$ cat src/vcav_regs.vh
// Register indices, field positions and reset values of the row pitch,
// address mode and vertical blanking register group.
// Assumes the index/data port decode sits beside these registers.
`ifndef VCAV_REGS_VH
`define VCAV_REGS_VH

`define VCAV_IDX_ROW_PITCH      8'h13
`define VCAV_IDX_UL_MODE        8'h14
`define VCAV_IDX_VB_START_LOW   8'h15
`define VCAV_IDX_VB_END         8'h16
`define VCAV_IDX_CRT_MODE       8'h17

`define VCAV_UL_DWORD_BIT       6
`define VCAV_UL_CNT4_BIT        5
`define VCAV_UL_LOC_MSB         4
`define VCAV_UL_WMASK           8'h7f

`define VCAV_CM_RESET_BIT       7
`define VCAV_CM_WORDBYTE_BIT    6
`define VCAV_CM_WRAP_BIT        5
`define VCAV_CM_CNT2_BIT        3
`define VCAV_CM_WMASK           8'hef

`define VCAV_MSL_VBS9_BIT       5
`define VCAV_OVF_VBS8_BIT       3

`define VCAV_RST_BYTE           8'h00
`define VCAV_RST_CRT_MODE       8'h80

`define VCAV_MODE_BYTE          3'b001
`define VCAV_MODE_WORD          3'b010
`define VCAV_MODE_DWORD         3'b100

`endif

$ cat src/vcav_ctrl.v
// Row pitch, addressing mode, counter interval, underline, vertical blanking
// and controller reset logic of the CRT controller, on the character clock.
// Assumes the index port holds the register index and the timing counters
// and sync generators are on the same clock.
//
// Behaviour
// - Row pitch gives memory per character row, in words or doublewords.
// - Reserved underline bit 7 and mode control bit 4 read zero.
// - Doubleword bit wins; both zero means word; word/byte alone means byte.
// - Counter address unshifted in byte, shifted one in word, two in doubleword.
// - Counter advance every 1, 2, 4 or 2 character clocks by count bits.
// - Underline drawn in text mode only, on the 5-bit selected pixel line, top line zero.
// - Blanking start is 10 bits from start register, scan line and overflow.
// - Blanking begins on the scan line equal to the 10-bit start.
// - Blanking ends when low 8 bits of scan-line count equal end value.
// - Reset bit zero forces syncs inactive and touches nothing else.
// - Reset bit acts only in native non-centered modes.
// - Word mode wraps at 16 KB when wrap bit is zero.
// - Word mode output bit 0 takes counter bit 15 or bit 13.
`timescale 1ns/1ps
`include "vcav_regs.vh"

module vcav_ctrl (
    input  wire        clk,
    input  wire        arst_n,
    input  wire        clk_en,
    input  wire [7:0]  reg_index,
    input  wire        reg_wr,
    input  wire [7:0]  reg_wdata,
    output reg  [7:0]  reg_rdata,
    input  wire        char_clk_en,
    input  wire        ma_load,
    input  wire [15:0] ma_start,
    input  wire [9:0]  scan_line,
    input  wire [4:0]  char_row_line,
    input  wire        text_mode,
    input  wire [7:0]  maximum_scan_line,
    input  wire [7:0]  timing_overflow,
    input  wire        sequencer_clocking_mode,
    input  wire        native_noncentered,
    input  wire        hsync_in,
    input  wire        vsync_in,
    input  wire        hsync_idle,
    input  wire        vsync_idle,
    output reg  [15:0] fb_addr,
    output reg  [15:0] ma_count,
    output reg  [7:0]  row_pitch_out,
    output reg         row_pitch_dword,
    output reg  [2:0]  addr_mode,
    output reg         underline_on,
    output reg         vblank,
    output reg         hsync_out,
    output reg         vsync_out
);

    reg [7:0]  row_pitch_q;
    reg [7:0]  ul_mode_q;
    reg [7:0]  vb_start_low_q;
    reg [7:0]  vb_end_q;
    reg [7:0]  crt_mode_q;
    reg [1:0]  div_q;
    reg [15:0] ma_q;
    reg        vblank_q;
    reg [1:0]  div_d;
    reg [15:0] ma_d;
    reg        vblank_d;
    reg [15:0] fb_addr_d;

    wire [9:0] vb_start;
    wire [2:0] mode;
    wire [1:0] interval_m1;
    wire       sync_hold;
    wire       ma_step;
    wire       ul_line_hit;

    // Mode decode, shared by address shaping and status outputs
    function [2:0] mode_of;
        input dword;
        input word_byte;
        begin
            if (dword)
                mode_of = `VCAV_MODE_DWORD;
            else if (word_byte)
                mode_of = `VCAV_MODE_BYTE;
            else
                mode_of = `VCAV_MODE_WORD;
        end
    endfunction

    assign mode = mode_of(ul_mode_q[`VCAV_UL_DWORD_BIT], crt_mode_q[`VCAV_CM_WORDBYTE_BIT]);

    // Count-by-2 dominates count-by-4
    assign interval_m1 = crt_mode_q[`VCAV_CM_CNT2_BIT] ? 2'd1 :
                         (ul_mode_q[`VCAV_UL_CNT4_BIT] ? 2'd3 : 2'd0);
    assign ma_step     = char_clk_en && (div_q == interval_m1);

    assign vb_start = {maximum_scan_line[`VCAV_MSL_VBS9_BIT],
                       timing_overflow[`VCAV_OVF_VBS8_BIT], vb_start_low_q};

    assign sync_hold = native_noncentered && !crt_mode_q[`VCAV_CM_RESET_BIT];

    // Register writes through the indexed data port
    always @(posedge clk or negedge arst_n) begin
        if (!arst_n) begin
            row_pitch_q    <= `VCAV_RST_BYTE;
            ul_mode_q      <= `VCAV_RST_BYTE;
            vb_start_low_q <= `VCAV_RST_BYTE;
            vb_end_q       <= `VCAV_RST_BYTE;
            crt_mode_q     <= `VCAV_RST_CRT_MODE;
        end else if (clk_en && reg_wr) begin
            case (reg_index)
                `VCAV_IDX_ROW_PITCH:    row_pitch_q    <= reg_wdata;
                `VCAV_IDX_UL_MODE:      ul_mode_q      <= reg_wdata & `VCAV_UL_WMASK;
                `VCAV_IDX_VB_START_LOW: vb_start_low_q <= reg_wdata;
                `VCAV_IDX_VB_END:       vb_end_q       <= reg_wdata;
                `VCAV_IDX_CRT_MODE:     crt_mode_q     <= reg_wdata & `VCAV_CM_WMASK;
                default: begin
                end
            endcase
        end
    end

    // Read-back; unknown indices read zero
    always @* begin
        case (reg_index)
            `VCAV_IDX_ROW_PITCH:    reg_rdata = row_pitch_q;
            `VCAV_IDX_UL_MODE:      reg_rdata = ul_mode_q & `VCAV_UL_WMASK;
            `VCAV_IDX_VB_START_LOW: reg_rdata = vb_start_low_q;
            `VCAV_IDX_VB_END:       reg_rdata = vb_end_q;
            `VCAV_IDX_CRT_MODE:     reg_rdata = crt_mode_q & `VCAV_CM_WMASK;
            default:                reg_rdata = 8'h00;
        endcase
    end

    // Counter next value; a load restarts the divider so the first step
    // lands one full interval after it
    always @* begin
        div_d = div_q;
        ma_d  = ma_q;
        if (ma_load) begin
            div_d = 2'd0;
            ma_d  = ma_start;
        end else if (char_clk_en) begin
            // Divider restarts when the interval shrinks below it
            div_d = (div_q >= interval_m1) ? 2'd0 : div_q + 2'd1;
            if (ma_step)
                ma_d = ma_q + 16'h0001;
        end
    end

    // Memory address counter with interval divider
    always @(posedge clk or negedge arst_n) begin
        if (!arst_n) begin
            div_q <= 2'd0;
            ma_q  <= 16'h0000;
        end else if (clk_en) begin
            div_q <= div_d;
            ma_q  <= ma_d;
        end
    end

    // Blanking: start on full 10-bit match, end on low 8 bits; start is
    // tested first so a start and end on one line leaves blanking on
    always @* begin
        vblank_d = vblank_q;
        if (scan_line == vb_start)
            vblank_d = 1'b1;
        else if (scan_line[7:0] == vb_end_q)
            vblank_d = 1'b0;
    end

    always @(posedge clk or negedge arst_n) begin
        if (!arst_n)
            vblank_q <= 1'b0;
        else if (clk_en)
            vblank_q <= vblank_d;
    end

    // Address shaping toward the frame buffer decoder
    always @* begin
        case (mode)
            `VCAV_MODE_BYTE:  fb_addr_d = ma_q;
            `VCAV_MODE_DWORD: fb_addr_d = {ma_q[13:0], ma_q[15:14]};
            `VCAV_MODE_WORD: begin
                // Wrap bit only matters here; 16 KB wrap feeds bit 13 back
                if (crt_mode_q[`VCAV_CM_WRAP_BIT])
                    fb_addr_d = {ma_q[14:0], ma_q[15]};
                else
                    fb_addr_d = {ma_q[14:0], ma_q[13]};
            end
            default:          fb_addr_d = ma_q;
        endcase
    end

    assign ul_line_hit = text_mode && (char_row_line == ul_mode_q[`VCAV_UL_LOC_MSB:0]);

    // Registered outputs
    always @(posedge clk or negedge arst_n) begin
        if (!arst_n) begin
            fb_addr         <= 16'h0000;
            ma_count        <= 16'h0000;
            row_pitch_out   <= 8'h00;
            row_pitch_dword <= 1'b0;
            addr_mode       <= `VCAV_MODE_WORD;
            underline_on    <= 1'b0;
            vblank          <= 1'b0;
            hsync_out       <= 1'b0;
            vsync_out       <= 1'b0;
        end else if (clk_en) begin
            fb_addr         <= fb_addr_d;
            ma_count        <= ma_q;
            row_pitch_out   <= row_pitch_q;
            row_pitch_dword <= sequencer_clocking_mode;
            addr_mode       <= mode;
            underline_on    <= ul_line_hit;
            vblank          <= vblank_q;
            // Sync forced idle only; all else keeps running
            hsync_out       <= sync_hold ? hsync_idle : hsync_in;
            vsync_out       <= sync_hold ? vsync_idle : vsync_in;
        end
    end

endmodule

$ cat config.mk
export PLATFORM = sky130hd
export DESIGN_NAME = vcav_ctrl
export DESIGN_NICKNAME = d
export VERILOG_FILES = /design/src/vcav_ctrl.v
export VERILOG_INCLUDE_DIRS = /design/src /design/src/src
export SDC_FILE = /design/constraint.sdc
export NUM_CORES = 1
export LEC_CHECK = 0
export ABC_AREA = 1
export BUFFER_PORTS_ARGS = -buffer_cell sky130_fd_sc_hd__buf_4
export CAP_MARGIN = 0
export CELL_PAD_IN_SITES_DETAIL_PLACEMENT = 2
export CELL_PAD_IN_SITES_GLOBAL_PLACEMENT = 2
export CORE_MARGIN = 10
export CORE_UTILIZATION = 33
export DETAILED_ROUTE_END_ITERATION = 8
export GPL_ROUTABILITY_DRIVEN = 0
export PLACE_DENSITY_LB_ADDON = 0.1
export SYNTH_ARGS = -nofsm -noshare
export SYNTH_HDL_FRONTEND = slang
export SYNTH_SLANG_ARGS = --single-unit
export TNS_END_PERCENT = 10
$ cat constraint.sdc
create_clock -name clk -period 2.46 [get_ports clk]
set_input_delay 0.492 -clock clk [delete_from_list [all_inputs] [get_ports clk]]
set_output_delay 0.492 -clock clk [all_outputs]
set_load 0.05 [all_outputs]
==> implementation parameters, run 1 <==
Parameter                              Value

Outcome
  Status ... finished clean

Flow run
  Reported max-cap violation count ... 0

Clocking
  Total of hold buffers inserted after clock tree synthesis ... 0
  Number of setup buffers added after CTS ... 0
  Maximum level of the CTS H-tree ... 3
  Clock insertion delay at the later pin of the skew report ... 0.36 ns
  CTS tree ... done
  Root buffer cell ... sky130_fd_sc_hd__clkbuf_16
  Clk sinks ... 105
  TritonCTS buffer count ... 9
  Gates resized, CTS repair ... 0
  Worst-path clk slew ... 0.07 ns
  Maximum number of buffers from clock root to sink ... 2

Synthesis
  Post-Synthesis Cell Area ... 5590 sq um
  Ranking of synthesized cells by instance count ... sky130_fd_sc_hd__nand2_1, sky130_fd_sc_hd__dfrtp_1, sky130_fd_sc_hd__inv_1, sky130_fd_sc_hd__o21ai_0, sky130_fd_sc_hd__nor2_1
  Post-synthesis net count ... 803
  Number of instances in the synthesized netlist ... 724
  Sequential element share of the synthesized area ... 47.1%
  Most frequently used cell type in the post-synthesis netlist ... sky130_fd_sc_hd__nand2_1
  Cell types with the largest area share after synthesis ... sky130_fd_sc_hd__dfrtp_1, sky130_fd_sc_hd__nand2_1, sky130_fd_sc_hd__o21ai_0
  Top cell type by total area after synthesis ... sky130_fd_sc_hd__dfrtp_1
  Avg Synthesized Cell Area ... 7.72 sq um
  Warnings from Yosys ... 0
  Number of enable flip-flop cells after synthesis ... 0
  Primary FF master, synth ... sky130_fd_sc_hd__dfrtp_1
  Share of flip-flops with an asynchronous set or reset after synthesis ... 100%
  Number of distinct standard cells referenced by the synthesized netlist ... 36
  #FFs+latches synth ... 105
  Top-area cell type share of the netlist area ... 46.1%

Timing
  Measured slew at the worst slew-check pin ... 0.722 ns
  Unrepaired setup endpoints after global routing ... no
  Tcrit/Tclk final ... 93.9%
  Worst-case headroom to the max-slew limit ... 51.7%
  Setup-violating endpoint count in the final report ... 0
  Final hold viol count ... 0
  Setup tns final ... 0 ns
  Fin Clk Skew ... 0.00873 ns
  Max Freq ... 433 MHz
  Max Transition Viols Final ... 0
  Min cycle time layout ... 2.31 ns

Floorplan
  Die ar. ... 22,500 sq um
  CORE AREA ... 16,600 sq um
  Die X ... 150 um
  Ports ... 132
  Effective utilization at floorplan ... 33.7%
  Row Count ... 47
  Die height ... 150 um

Finish
  Area taken by flip-flops and latches ... 2630 sq um
  Share of final-layout standard cells stronger than drive strength 1 ... 22.4%
  Number of fillers in the final layout ... 1,963
  Total area of multi-input combinational cells ... 2480 sq um
  Final antenna diode count ... 0
  Area growth from synthesis to layout ... 24.5%
  Final instance area ... 6960 sq um
  Post-layout net count ... 914

Global route
  Number of global-route vias before repair ... 5,965
  Pin count of the biggest net entering global routing ... 45
  Residual overflow from global routing ... 0
  Aggregate global-route resource usage ... 18.4%
  Global-route wire length before repair ... 33,200 um
  Number of antenna violations at the first check in global routing ... 0

Setup path
  Max Fanout on Critical Path ... 6
  R2R setup slack ... 0.49 ns
  End of the worst register-to-register path ... ma_q[2]$_DFFE_PN0P_
  Startpoint class of the critical path ... input port
  Worst reg2reg startpoint ... crt_mode_q[3]$_DFFE_PN0P_
  Arrival time at the worst endpoint ... 1.82 ns
  Required time at the endpoint of the critical path ... 1.97 ns
  Slowest stage cell on the critical path ... sky130_fd_sc_hd__o21ai_0
  Start-to-end type of the worst setup path ... input port to output port
  Worst Reg-to-Reg Cells ... 10
  Worst path cell trace ... buf_4 -> inv_1 -> nand2_2 -> nor3_4 -> nand2_2 -> o21ai_0 -> nor2_1 -> nand2_1 -> buf_4
  Nature of the critical path endpoint ... output port
  Largest stage delay on the critical path ... 0.30 ns

Detailed routing
  Vias per std cell ... 5.08
  WL per Instance ... 19.2 um
  Detail Route Antenna Nets ... 0
  Initial DRC Count ... 297
  Detailed-route DRC error count ... 0
  Detailed-route wire length ... 20,400 um
  Pre-antenna DRT Iters ... 4
  Count of vias placed by the detailed router ... 5,385

Pwr
  Peak supply drop ... 0.362 mV
  PwrDens ... 742 nW/um^2
  Leakage power summed over all cells ... 3.53 nW

Hold path
  HP Class ... input port to asynchronous set/reset pin

Placement
  IO Port Bufs ... 117
  Half-perimeter wire length after detailed placement ... 15,800 um
  Cell Area, Placed ... 6680 sq um
-- cells by family after synthesis --
| logic type | synth area share (%) |
|---|---|
| AO/OA/AOI/OAI | 15.5 |
| XOR/XNOR | 1.41 |
| adder cells (fa/ha/maj) | 0.672 |
| buffers and inverters | 8.53 |
| flip-flops | 47.1 |
| AND/OR/NAND/NOR | 26.8 |
-- power by group --
| part | total, mW | internal (mW) | switching (mW) | leakage [nW] |
|---|---|---|---|---|
| Combinational | 1.55 | 0.475 | 1.08 | 2.13 |
| Sequential | 2.18 | 1.96 | 0.229 | 1.27 |
| Clock | 1.43 | 0.699 | 0.728 | 0.138 |
-- worst max-delay path, delay by kind of cell --
family	cells	cell delay [ns]
buf+inv	3	0.37
simple gates	5	0.65
compound gates	1	0.30
-- flip-flops by register name, indices dropped and copies added, names as in the netlist --
name and cells:
div_q 2, underline_on 1, row_pitch_dword 1, crt_mode_q 7
hsync_out 1, vblank_q 1, ma_count 16, vb_start_low_q 8
row_pitch_q 8, ma_q 16, vsync_out 1, addr_mode 3
row_pitch_out 8, ul_mode_q 7, vblank 1, fb_addr 16
vb_end_q 8
-- how the worst max path moves through the flow --
stage | from | end | slack, ns | depth (start not counted)
floorplan | reg_index[5] | reg_rdata[0] | 0.32 | 9
global placement | reg_index[5] | reg_rdata[6] | 0.20 | 11
detailed placement | reg_index[3] | reg_rdata[2] | 0.13 | 9
CTS | reg_index[3] | reg_rdata[2] | 0.15 | 9
global route | reg_index[3] | reg_rdata[3] | 0.05 | 9
finish | reg_index[3] | reg_rdata[2] | 0.15 | 9
-- stage by stage --
step	power (mW)	hold slack (ns)	worst slack (ns)	cells	util, %
after floorplan	3.14	0.196	0.321	724	-
after global placement	3.72	0.455	0.199	1044	40.3
after detailed placement	3.79	0.464	0.127	1044	40.3
after CTS	5.22	0.150	0.152	1060	41.9
after global routing	5.45	0.177	0.0466	1060	41.9
final	5.16	0.126	0.151	1060	41.9
-- cell usage in the layout, fill, tap and decap left out, types with 3 or more instances in the layout --
| master | instances |
|---|---|
| sky130_fd_sc_hd__xnor2_1 | 4 |
| sky130_fd_sc_hd__nand4_1 | 11 |
| sky130_fd_sc_hd__o21ai_0 | 75 |
| sky130_fd_sc_hd__o21a_1 | 5 |
| sky130_fd_sc_hd__o21ai_2 | 10 |
| sky130_fd_sc_hd__nand2_1 | 207 |
| sky130_fd_sc_hd__nor2_1 | 57 |
| sky130_fd_sc_hd__dfrtp_1 | 103 |
| sky130_fd_sc_hd__or2_2 | 3 |
| sky130_fd_sc_hd__a211oi_1 | 3 |
| sky130_fd_sc_hd__o21ai_1 | 13 |
| sky130_fd_sc_hd__inv_2 | 3 |
| sky130_fd_sc_hd__nand2_2 | 13 |
| sky130_fd_sc_hd__a21oi_1 | 24 |
| sky130_fd_sc_hd__buf_4 | 128 |
| sky130_fd_sc_hd__nand3_1 | 36 |
| sky130_fd_sc_hd__o22ai_1 | 20 |
| sky130_fd_sc_hd__xor2_1 | 5 |
| sky130_fd_sc_hd__ha_1 | 3 |
| sky130_fd_sc_hd__clkbuf_16 | 9 |
| sky130_fd_sc_hd__inv_1 | 79 |
-- layer usage --
metal | GRT usage [%] | wire length (um) | part of all wire [%]
met5 | 0 | 0 | 0
met4 | 4.76 | 182 | 0.89
met3 | 3.45 | 957 | 4.7
met2 | 29.5 | 9540 | 47
met1 | 25.0 | 9710 | 48
-- area by class of cell --
class | instances | area share (%)
Clock buffer | 9 | 3.24
Inverter | 82 | 4.42
Timing Repair Buffer | 129 | 14.1
Tap cell | 220 | 3.96
Sequential cell | 105 | 37.8
Multi-Input combinational cell | 508 | 35.7
Clock inverter | 7 | 0.791
No activity file was read; power rests on OpenSTA's default activity.
==> inputs of run 2 (changes only) <==
Settings changed: PLACE_DENSITY from default to 0.83, PLACE_DENSITY_LB_ADDON 0.1 to default.
==> implementation parameters, run 2 (same netlist as run 1, synthesis figures left out) <==
Parameter                              Value

Outcome
  Status ... finished clean

Floorplan
  Ports ... 132 (unchanged)
  Effective utilization at floorplan ... 33.7% (unchanged)
  Die height ... 150 um (unchanged)
  Row Count ... 47 (unchanged)
  Die ar. ... 22,500 sq um (unchanged)
  CORE AREA ... 16,600 sq um (unchanged)
  Die X ... 150 um (unchanged)

Clocking
  TritonCTS buffer count ... 9 (unchanged)
  Total of hold buffers inserted after clock tree synthesis ... 0 (unchanged)
  Clk sinks ... 105 (unchanged)
  Worst-path clk slew ... 0.07 ns (about the same)
  Root buffer cell ... sky130_fd_sc_hd__clkbuf_16
  CTS tree ... done
  Maximum level of the CTS H-tree ... 3 (unchanged)
  Clock insertion delay at the later pin of the skew report ... 0.36 ns (about the same)
  Maximum number of buffers from clock root to sink ... 2 (unchanged)

Finish
  Registers with the most flip-flops ... fb_addr x16, ma_count x16, ma_q x16
  Most common library cell in the layout ignoring fill and taps ... sky130_fd_sc_hd__nand2_1
  Share of final-layout standard cells stronger than drive strength 1 ... 22.1% (-0.30 points)
  Area growth from synthesis to layout ... 24.0%
  Number of fillers in the final layout ... 1,979 (+0.82%)
  Final antenna diode count ... 0 (unchanged)
  Post-layout net count ... 912 (-0.22%)
  Commonest cells after routing, fill and taps aside ... sky130_fd_sc_hd__nand2_1, sky130_fd_sc_hd__buf_4, sky130_fd_sc_hd__dfrtp_1

Timing
  Worst-case headroom to the max-slew limit ... 54.5% (+2.8 points)
  Max Transition Viols Final ... 0 (unchanged)
  Final hold viol count ... 0 (unchanged)
  Setup-violating endpoint count in the final report ... 0 (unchanged)
  Setup tns final ... 0 ns (unchanged)
  Max Freq ... 424 MHz (-2.1%)
  Min cycle time layout ... 2.36 ns (+0.0501 ns)
  Min Hold Slack ... 0.199 ns (+0.0735 ns)
  Measured slew at the worst slew-check pin ... 0.681 ns (-0.0417 ns)
  Fin Clk Skew ... 0.0130 ns (+0.00430 ns)
  Tcrit/Tclk final ... 95.9% (+2.0 points)

Detailed routing
  Pre-antenna DRT Iters ... 4 (unchanged)
  Detail Route Antenna Nets ... 0 (unchanged)
  Initial DRC Count ... 275 (-7.4%)
  Detailed-route DRC error count ... 0 (unchanged)
  Vias per std cell ... 5.10 (+0.41%)
  WL per Instance ... 19.6 um (+1.8%)
  Count of vias placed by the detailed router ... 5,397 (+0.22%)
  Detailed-route wire length ... 20,700 um (+1.6%)

Setup path
  Arrival time at the worst endpoint ... 1.87 ns (+0.05 ns)
  Launching element of the worst setup path ... reg_index[5]
  Worst reg2reg startpoint ... crt_mode_q[3]$_DFFE_PN0P_
  Start-to-end type of the worst setup path ... input port to output port
  Required time at the endpoint of the critical path ... 1.97 ns (about the same)
  Startpoint class of the critical path ... input port
  Max Fanout on Critical Path ... 11 (+5)
  Nature of the critical path endpoint ... output port

Hold path
  HP Class ... input port to asynchronous set/reset pin

Global route
  Number of global-route vias before repair ... 6,017 (+0.87%)
  Pin count of the biggest net entering global routing ... 106 (+140%)
  Aggregate global-route resource usage ... 18.6% (+0.21 points)
  Global-route wire length before repair ... 33,500 um (+0.62%)
  Residual overflow from global routing ... 0 (unchanged)
  Number of antenna violations at the first check in global routing ... 0 (unchanged)

Pwr
  Leakage power summed over all cells ... 3.52 nW (-0.53%)
  PwrDens ... 737 nW/um^2 (-0.76%)
  Peak supply drop ... 0.376 mV (+3.9%)

Placement
  Half-perimeter wire length after detailed placement ... 15,800 um (+0.13%)
  IO Port Bufs ... 117 (unchanged)

Flow run
  Reported max-cap violation count ... 0 (unchanged)
run 2: per-stage QoR:
| step | std cells | total power [mW] | instance area [sq um] | utilization (%) | worst slack (ns) |
|---|---|---|---|---|---|
| 2_1_floorplan | 724 | 3.14 | 5590 | - | 0.321 |
| 3_3_place_gp | 1042 | 3.70 | 6660 | 40.2 | 0.182 |
| 3_5_place_dp | 1042 | 3.80 | 6660 | 40.2 | 0.102 |
| 4_1_cts | 1058 | 5.17 | 6930 | 41.8 | 0.0932 |
| 5_1_grt | 1058 | 5.40 | 6930 | 41.8 | -0.00391 |
| 6_report | 1058 | 5.10 | 6930 | 41.8 | 0.101 |
run 2: layer usage:
layer | GRT usage (%) | share of wire, % | up-vias
met1 | 23.9 | 44 | 2726
met4 | 6.12 | 1.7 | 0
met5 | 0 | 0 | -
li1 | - | - | 2550
met3 | 3.03 | 4.3 | 23
met2 | 31.2 | 50 | 98
run 2: final timing paths:
check | endpoint | slack (ns) | depth (start not counted)
hold / removal | fb_addr[11]$_DFFE_PN0P_ | 0.20 | 2
max in group asynchronous | ul_mode_q[4]$_DFFE_PN0P_ | 1.81 | 2
setup reg to reg | ma_q[3]$_DFFE_PN0P_ | 0.47 | 10
hold reg to reg | row_pitch_out[2]$_DFFE_PN0P_ | 0.48 | 2
min in group clk | row_pitch_dword$_DFFE_PN0P_ | 0.35 | 3
setup / recovery | reg_rdata[6] | 0.10 | 11
run 2: final cells by class:
class	instances	area [sq um]	share of cell area (%)
timing repair buffer	127	970	14.0
multi-input combinational	508	2480	35.8
inverter	82	308	4.44
tap	220	275	3.97
clock inverter	6	35.0	0.506
sequential	105	2630	38.0
clock buffer	10	229	3.30
run 2: critical path, cell delays in order:
cell	delay (ns)
sky130_fd_sc_hd__buf_4	0.11
sky130_fd_sc_hd__inv_1	0.07
sky130_fd_sc_hd__nand2_1	0.06
sky130_fd_sc_hd__nor3_2	0.13
sky130_fd_sc_hd__buf_6	0.18
sky130_fd_sc_hd__buf_4	0.21
sky130_fd_sc_hd__nand3_1	0.11
sky130_fd_sc_hd__o21ai_0	0.11
sky130_fd_sc_hd__nor2_1	0.08
sky130_fd_sc_hd__nand2_1	0.10
sky130_fd_sc_hd__buf_4	0.21
run 2: power by group:
group	internal (mW)	switching [mW]	total (mW)
Combinational	0.475	1.10	1.57
Clock	0.680	0.666	1.35
Sequential	1.96	0.229	2.19
Total	3.11	1.99	5.10
run 2: timing repair:
action	CTS	global route
endpoints found under the setup margin	0	3
gates resized for setup	0	2
buffers inserted	0	0
==> inputs of run 3 (changes only) <==
Settings changed: BUFFER_PORTS_ARGS -buffer_cell sky130_fd_sc_hd__buf_4 to default, CORE_UTILIZATION 33 to 39, DONT_BUFFER_PORTS from default to 1, PLACE_DENSITY 0.83 to 0.82.
==> implementation parameters, run 3 (same netlist as run 1, synthesis figures left out) <==
Parameter                              Value

Floorplan
  Die X ... 140 um (-6.9%)
  Effective utilization at floorplan ... 40.1% (+6.4 points)
  Ports ... 132 (unchanged)
  Row Count ... 43 (-8.5%)
  CORE AREA ... 13,900 sq um (-16%)
  Die ar. ... 19,500 sq um (-13%)
  Die height ... 140 um (-6.9%)

Timing
  Worst-case headroom to the max-slew limit ... 57.6% (+3.1 points)
  Fin Clk Skew ... 0.00587 ns (-0.00717 ns)
  Min cycle time layout ... 2.33 ns (-0.0258 ns)
  Setup-violating endpoint count in the final report ... 0 (unchanged)
  Setup tns final ... 0 ns (unchanged)
  Tcrit/Tclk final ... 94.8% (-1.1 points)
  Min Hold Slack ... -0.175 ns (-0.374 ns)
  Final hold viol count ... 103 (+103)
  Unrepaired setup endpoints after global routing ... no
  Max Freq ... 429 MHz (+1.1%)
  Max Transition Viols Final ... 0 (unchanged)
  Measured slew at the worst slew-check pin ... 0.636 ns (-0.0450 ns)

Clocking
  Worst-path clk slew ... 0.07 ns (about the same)
  Maximum level of the CTS H-tree ... 3 (unchanged)
  Clk sinks ... 105 (unchanged)
  Number of setup buffers added after CTS ... 0 (unchanged)
  Clock insertion delay at the later pin of the skew report ... 0.35 ns (about the same)
  TritonCTS buffer count ... 9 (unchanged)
  Maximum number of buffers from clock root to sink ... 2 (unchanged)
  CTS tree ... done
  Root buffer cell ... sky130_fd_sc_hd__clkbuf_16

Pwr
  PwrDens ... 808 nW/um^2 (+9.7%)
  Leakage power summed over all cells ... 3.00 nW (-15%)
  Peak supply drop ... 0.368 mV (-2.1%)

Finish
  Share of final-layout standard cells stronger than drive strength 1 ... 9.94% (-12 points)
  Registers with the most flip-flops ... fb_addr x16, ma_count x16, ma_q x16
  Area growth from synthesis to layout ... 10.4%
  Final non-filler cell total ... 906 (-14%)
  Final instance area ... 6170 sq um (-11%)
  Post-layout net count ... 799 (-12%)
  Most common library cell in the layout ignoring fill and taps ... sky130_fd_sc_hd__nand2_1
  Commonest cells after routing, fill and taps aside ... sky130_fd_sc_hd__nand2_1, sky130_fd_sc_hd__dfrtp_1, sky130_fd_sc_hd__inv_1
  Number of fillers in the final layout ... 1,590 (-20%)

Placement
  Half-perimeter wire length after detailed placement ... 15,100 um (-4.4%)
  IO Port Bufs ... 0 (-100%)
  Cell Area, Placed ... 5850 sq um (-12%)
  Placed instance count ... 889 (-15%)

Setup path
  Max Fanout on Critical Path ... 11 (unchanged)
  Start-to-end type of the worst setup path ... input port to output port
  Required time at the endpoint of the critical path ... 1.97 ns (about the same)
  Nature of the critical path endpoint ... output port
  Startpoint class of the critical path ... input port
  Arrival time at the worst endpoint ... 1.84 ns (-0.03 ns)

Detailed routing
  Detailed-route wire length ... 19,900 um (-3.9%)
  WL per Instance ... 22.0 um (+12%)
  Pre-antenna DRT Iters ... 4 (unchanged)
  Detailed-route DRC error count ... 0 (unchanged)
  Count of vias placed by the detailed router ... 5,006 (-7.2%)
  Vias per std cell ... 5.53 (+8.3%)
  Detail Route Antenna Nets ... 0 (unchanged)
  Initial DRC Count ... 212 (-23%)

Global route
  Residual overflow from global routing ... 0 (unchanged)
  Number of antenna violations at the first check in global routing ... 1 (+1)
  Aggregate global-route resource usage ... 20.1% (+1.5 points)
  Number of global-route vias before repair ... 5,685 (-5.5%)
  Global-route wire length before repair ... 31,600 um (-5.6%)
  Pin count of the biggest net entering global routing ... 106 (unchanged)

Outcome
  Status ... complete, but fails checks
  Violations in the final reports ... hold timing

Flow run
  Reported max-cap violation count ... 0 (unchanged)

Hold path
  HP Class ... input port to asynchronous set/reset pin
-- run 3: cell types whose count changed in the layout (fill, tap and decap cells not counted) --
cell                         before  now
sky130_fd_sc_hd__buf_4          125    6
sky130_fd_sc_hd__buf_12           1    8
sky130_fd_sc_hd__clkinv_2         4    1
sky130_fd_sc_hd__bufinv_16        0    2
sky130_fd_sc_hd__clkinv_4         0    2
sky130_fd_sc_hd__clkinvlp_4       2    0
sky130_fd_sc_hd__diode_2          0    2
sky130_fd_sc_hd__buf_6            1    0
sky130_fd_sc_hd__clkbuf_1         1    0
sky130_fd_sc_hd__inv_6            0    1
sky130_fd_sc_hd__o21ai_0         74   75
sky130_fd_sc_hd__o21ai_1         14   13
-- run 3: metrics by stage --
stage / utilization, % / total power [mW] / setup WS (ns)
2_1_floorplan: - / 3.14 / 0.321
3_3_place_gp: 42.0 / 3.38 / 0.292
3_5_place_dp: 42.0 / 3.45 / 0.135
4_1_cts: 44.3 / 5.03 / 0.121
5_1_grt: 44.3 / 5.23 / 0.0131
6_report: 44.3 / 4.99 / 0.127
-- run 3: final cells by class --
type / instances / area, sq um / share of cell area [%]
diodes: 2 / 5.00 / 0.0811
clock buffers: 9 / 225 / 3.65
clock inverters: 6 / 91.3 / 1.48
inverters: 82 / 308 / 4.99
multi-input cells: 508 / 2480 / 40.2
flip-flops and latches: 105 / 2630 / 42.6
well taps: 180 / 225 / 3.65
repair buffers: 14 / 205 / 3.32
-- run 3: critical path, cell delays in order --
cell and delay (ns):
sky130_fd_sc_hd__inv_1 0.03, sky130_fd_sc_hd__nand2_1 0.07, sky130_fd_sc_hd__nor3_2 0.14, sky130_fd_sc_hd__buf_4 0.22, sky130_fd_sc_hd__nand2_2 0.15, sky130_fd_sc_hd__o21ai_0 0.37
sky130_fd_sc_hd__nor2_1 0.08, sky130_fd_sc_hd__nand2_1 0.12, sky130_fd_sc_hd__buf_12 0.15
-- run 3: repair_timing --
item | 4_1_cts | 5_1_grt
endpoints found under the setup margin | 0 | 0
hold endpoints to repair | 105 | 105
resized for setup | 0 | 0
-- run 3: power by group --
part	internal (mW)	switching (mW)	leakage, nW	total [mW]
Sequential	1.95	0.739	1.27	2.68
Clock	0.893	0.676	0.156	1.57
Combinational	0.248	0.486	1.58	0.734
Total	3.09	1.90	3.00	4.99
-- run 3: routing by layer --
metal / wire (um) / GRT usage [%]
met3: 1110 / 6.12
met4: 444 / 5.98
met1: 7240 / 20.2
met2: 11100 / 38.4
met5: 0 / 0
-- run 3: final timing paths --
kind | start | end | slack, ns | cells past startpoint
worst min-delay path | arst_n | ma_q[9]$_DFFE_PN0P_ | -0.17 | 0
worst min register to register | row_pitch_q[7]$_DFFE_PN0P_ | row_pitch_out[7]$_DFFE_PN0P_ | 0.52 | 2
worst max register to register | crt_mode_q[3]$_DFFE_PN0P_ | ma_q[2]$_DFFE_PN0P_ | 0.45 | 10
max in group asynchronous | arst_n | crt_mode_q[7]$_DFFE_PN1P_ | 2.39 | 0
min in group clk | reg_wdata[4] | vb_start_low_q[4]$_DFFE_PN0P_ | 0.25 | 2
worst max-delay path | reg_index[5] | reg_rdata[2] | 0.13 | 9
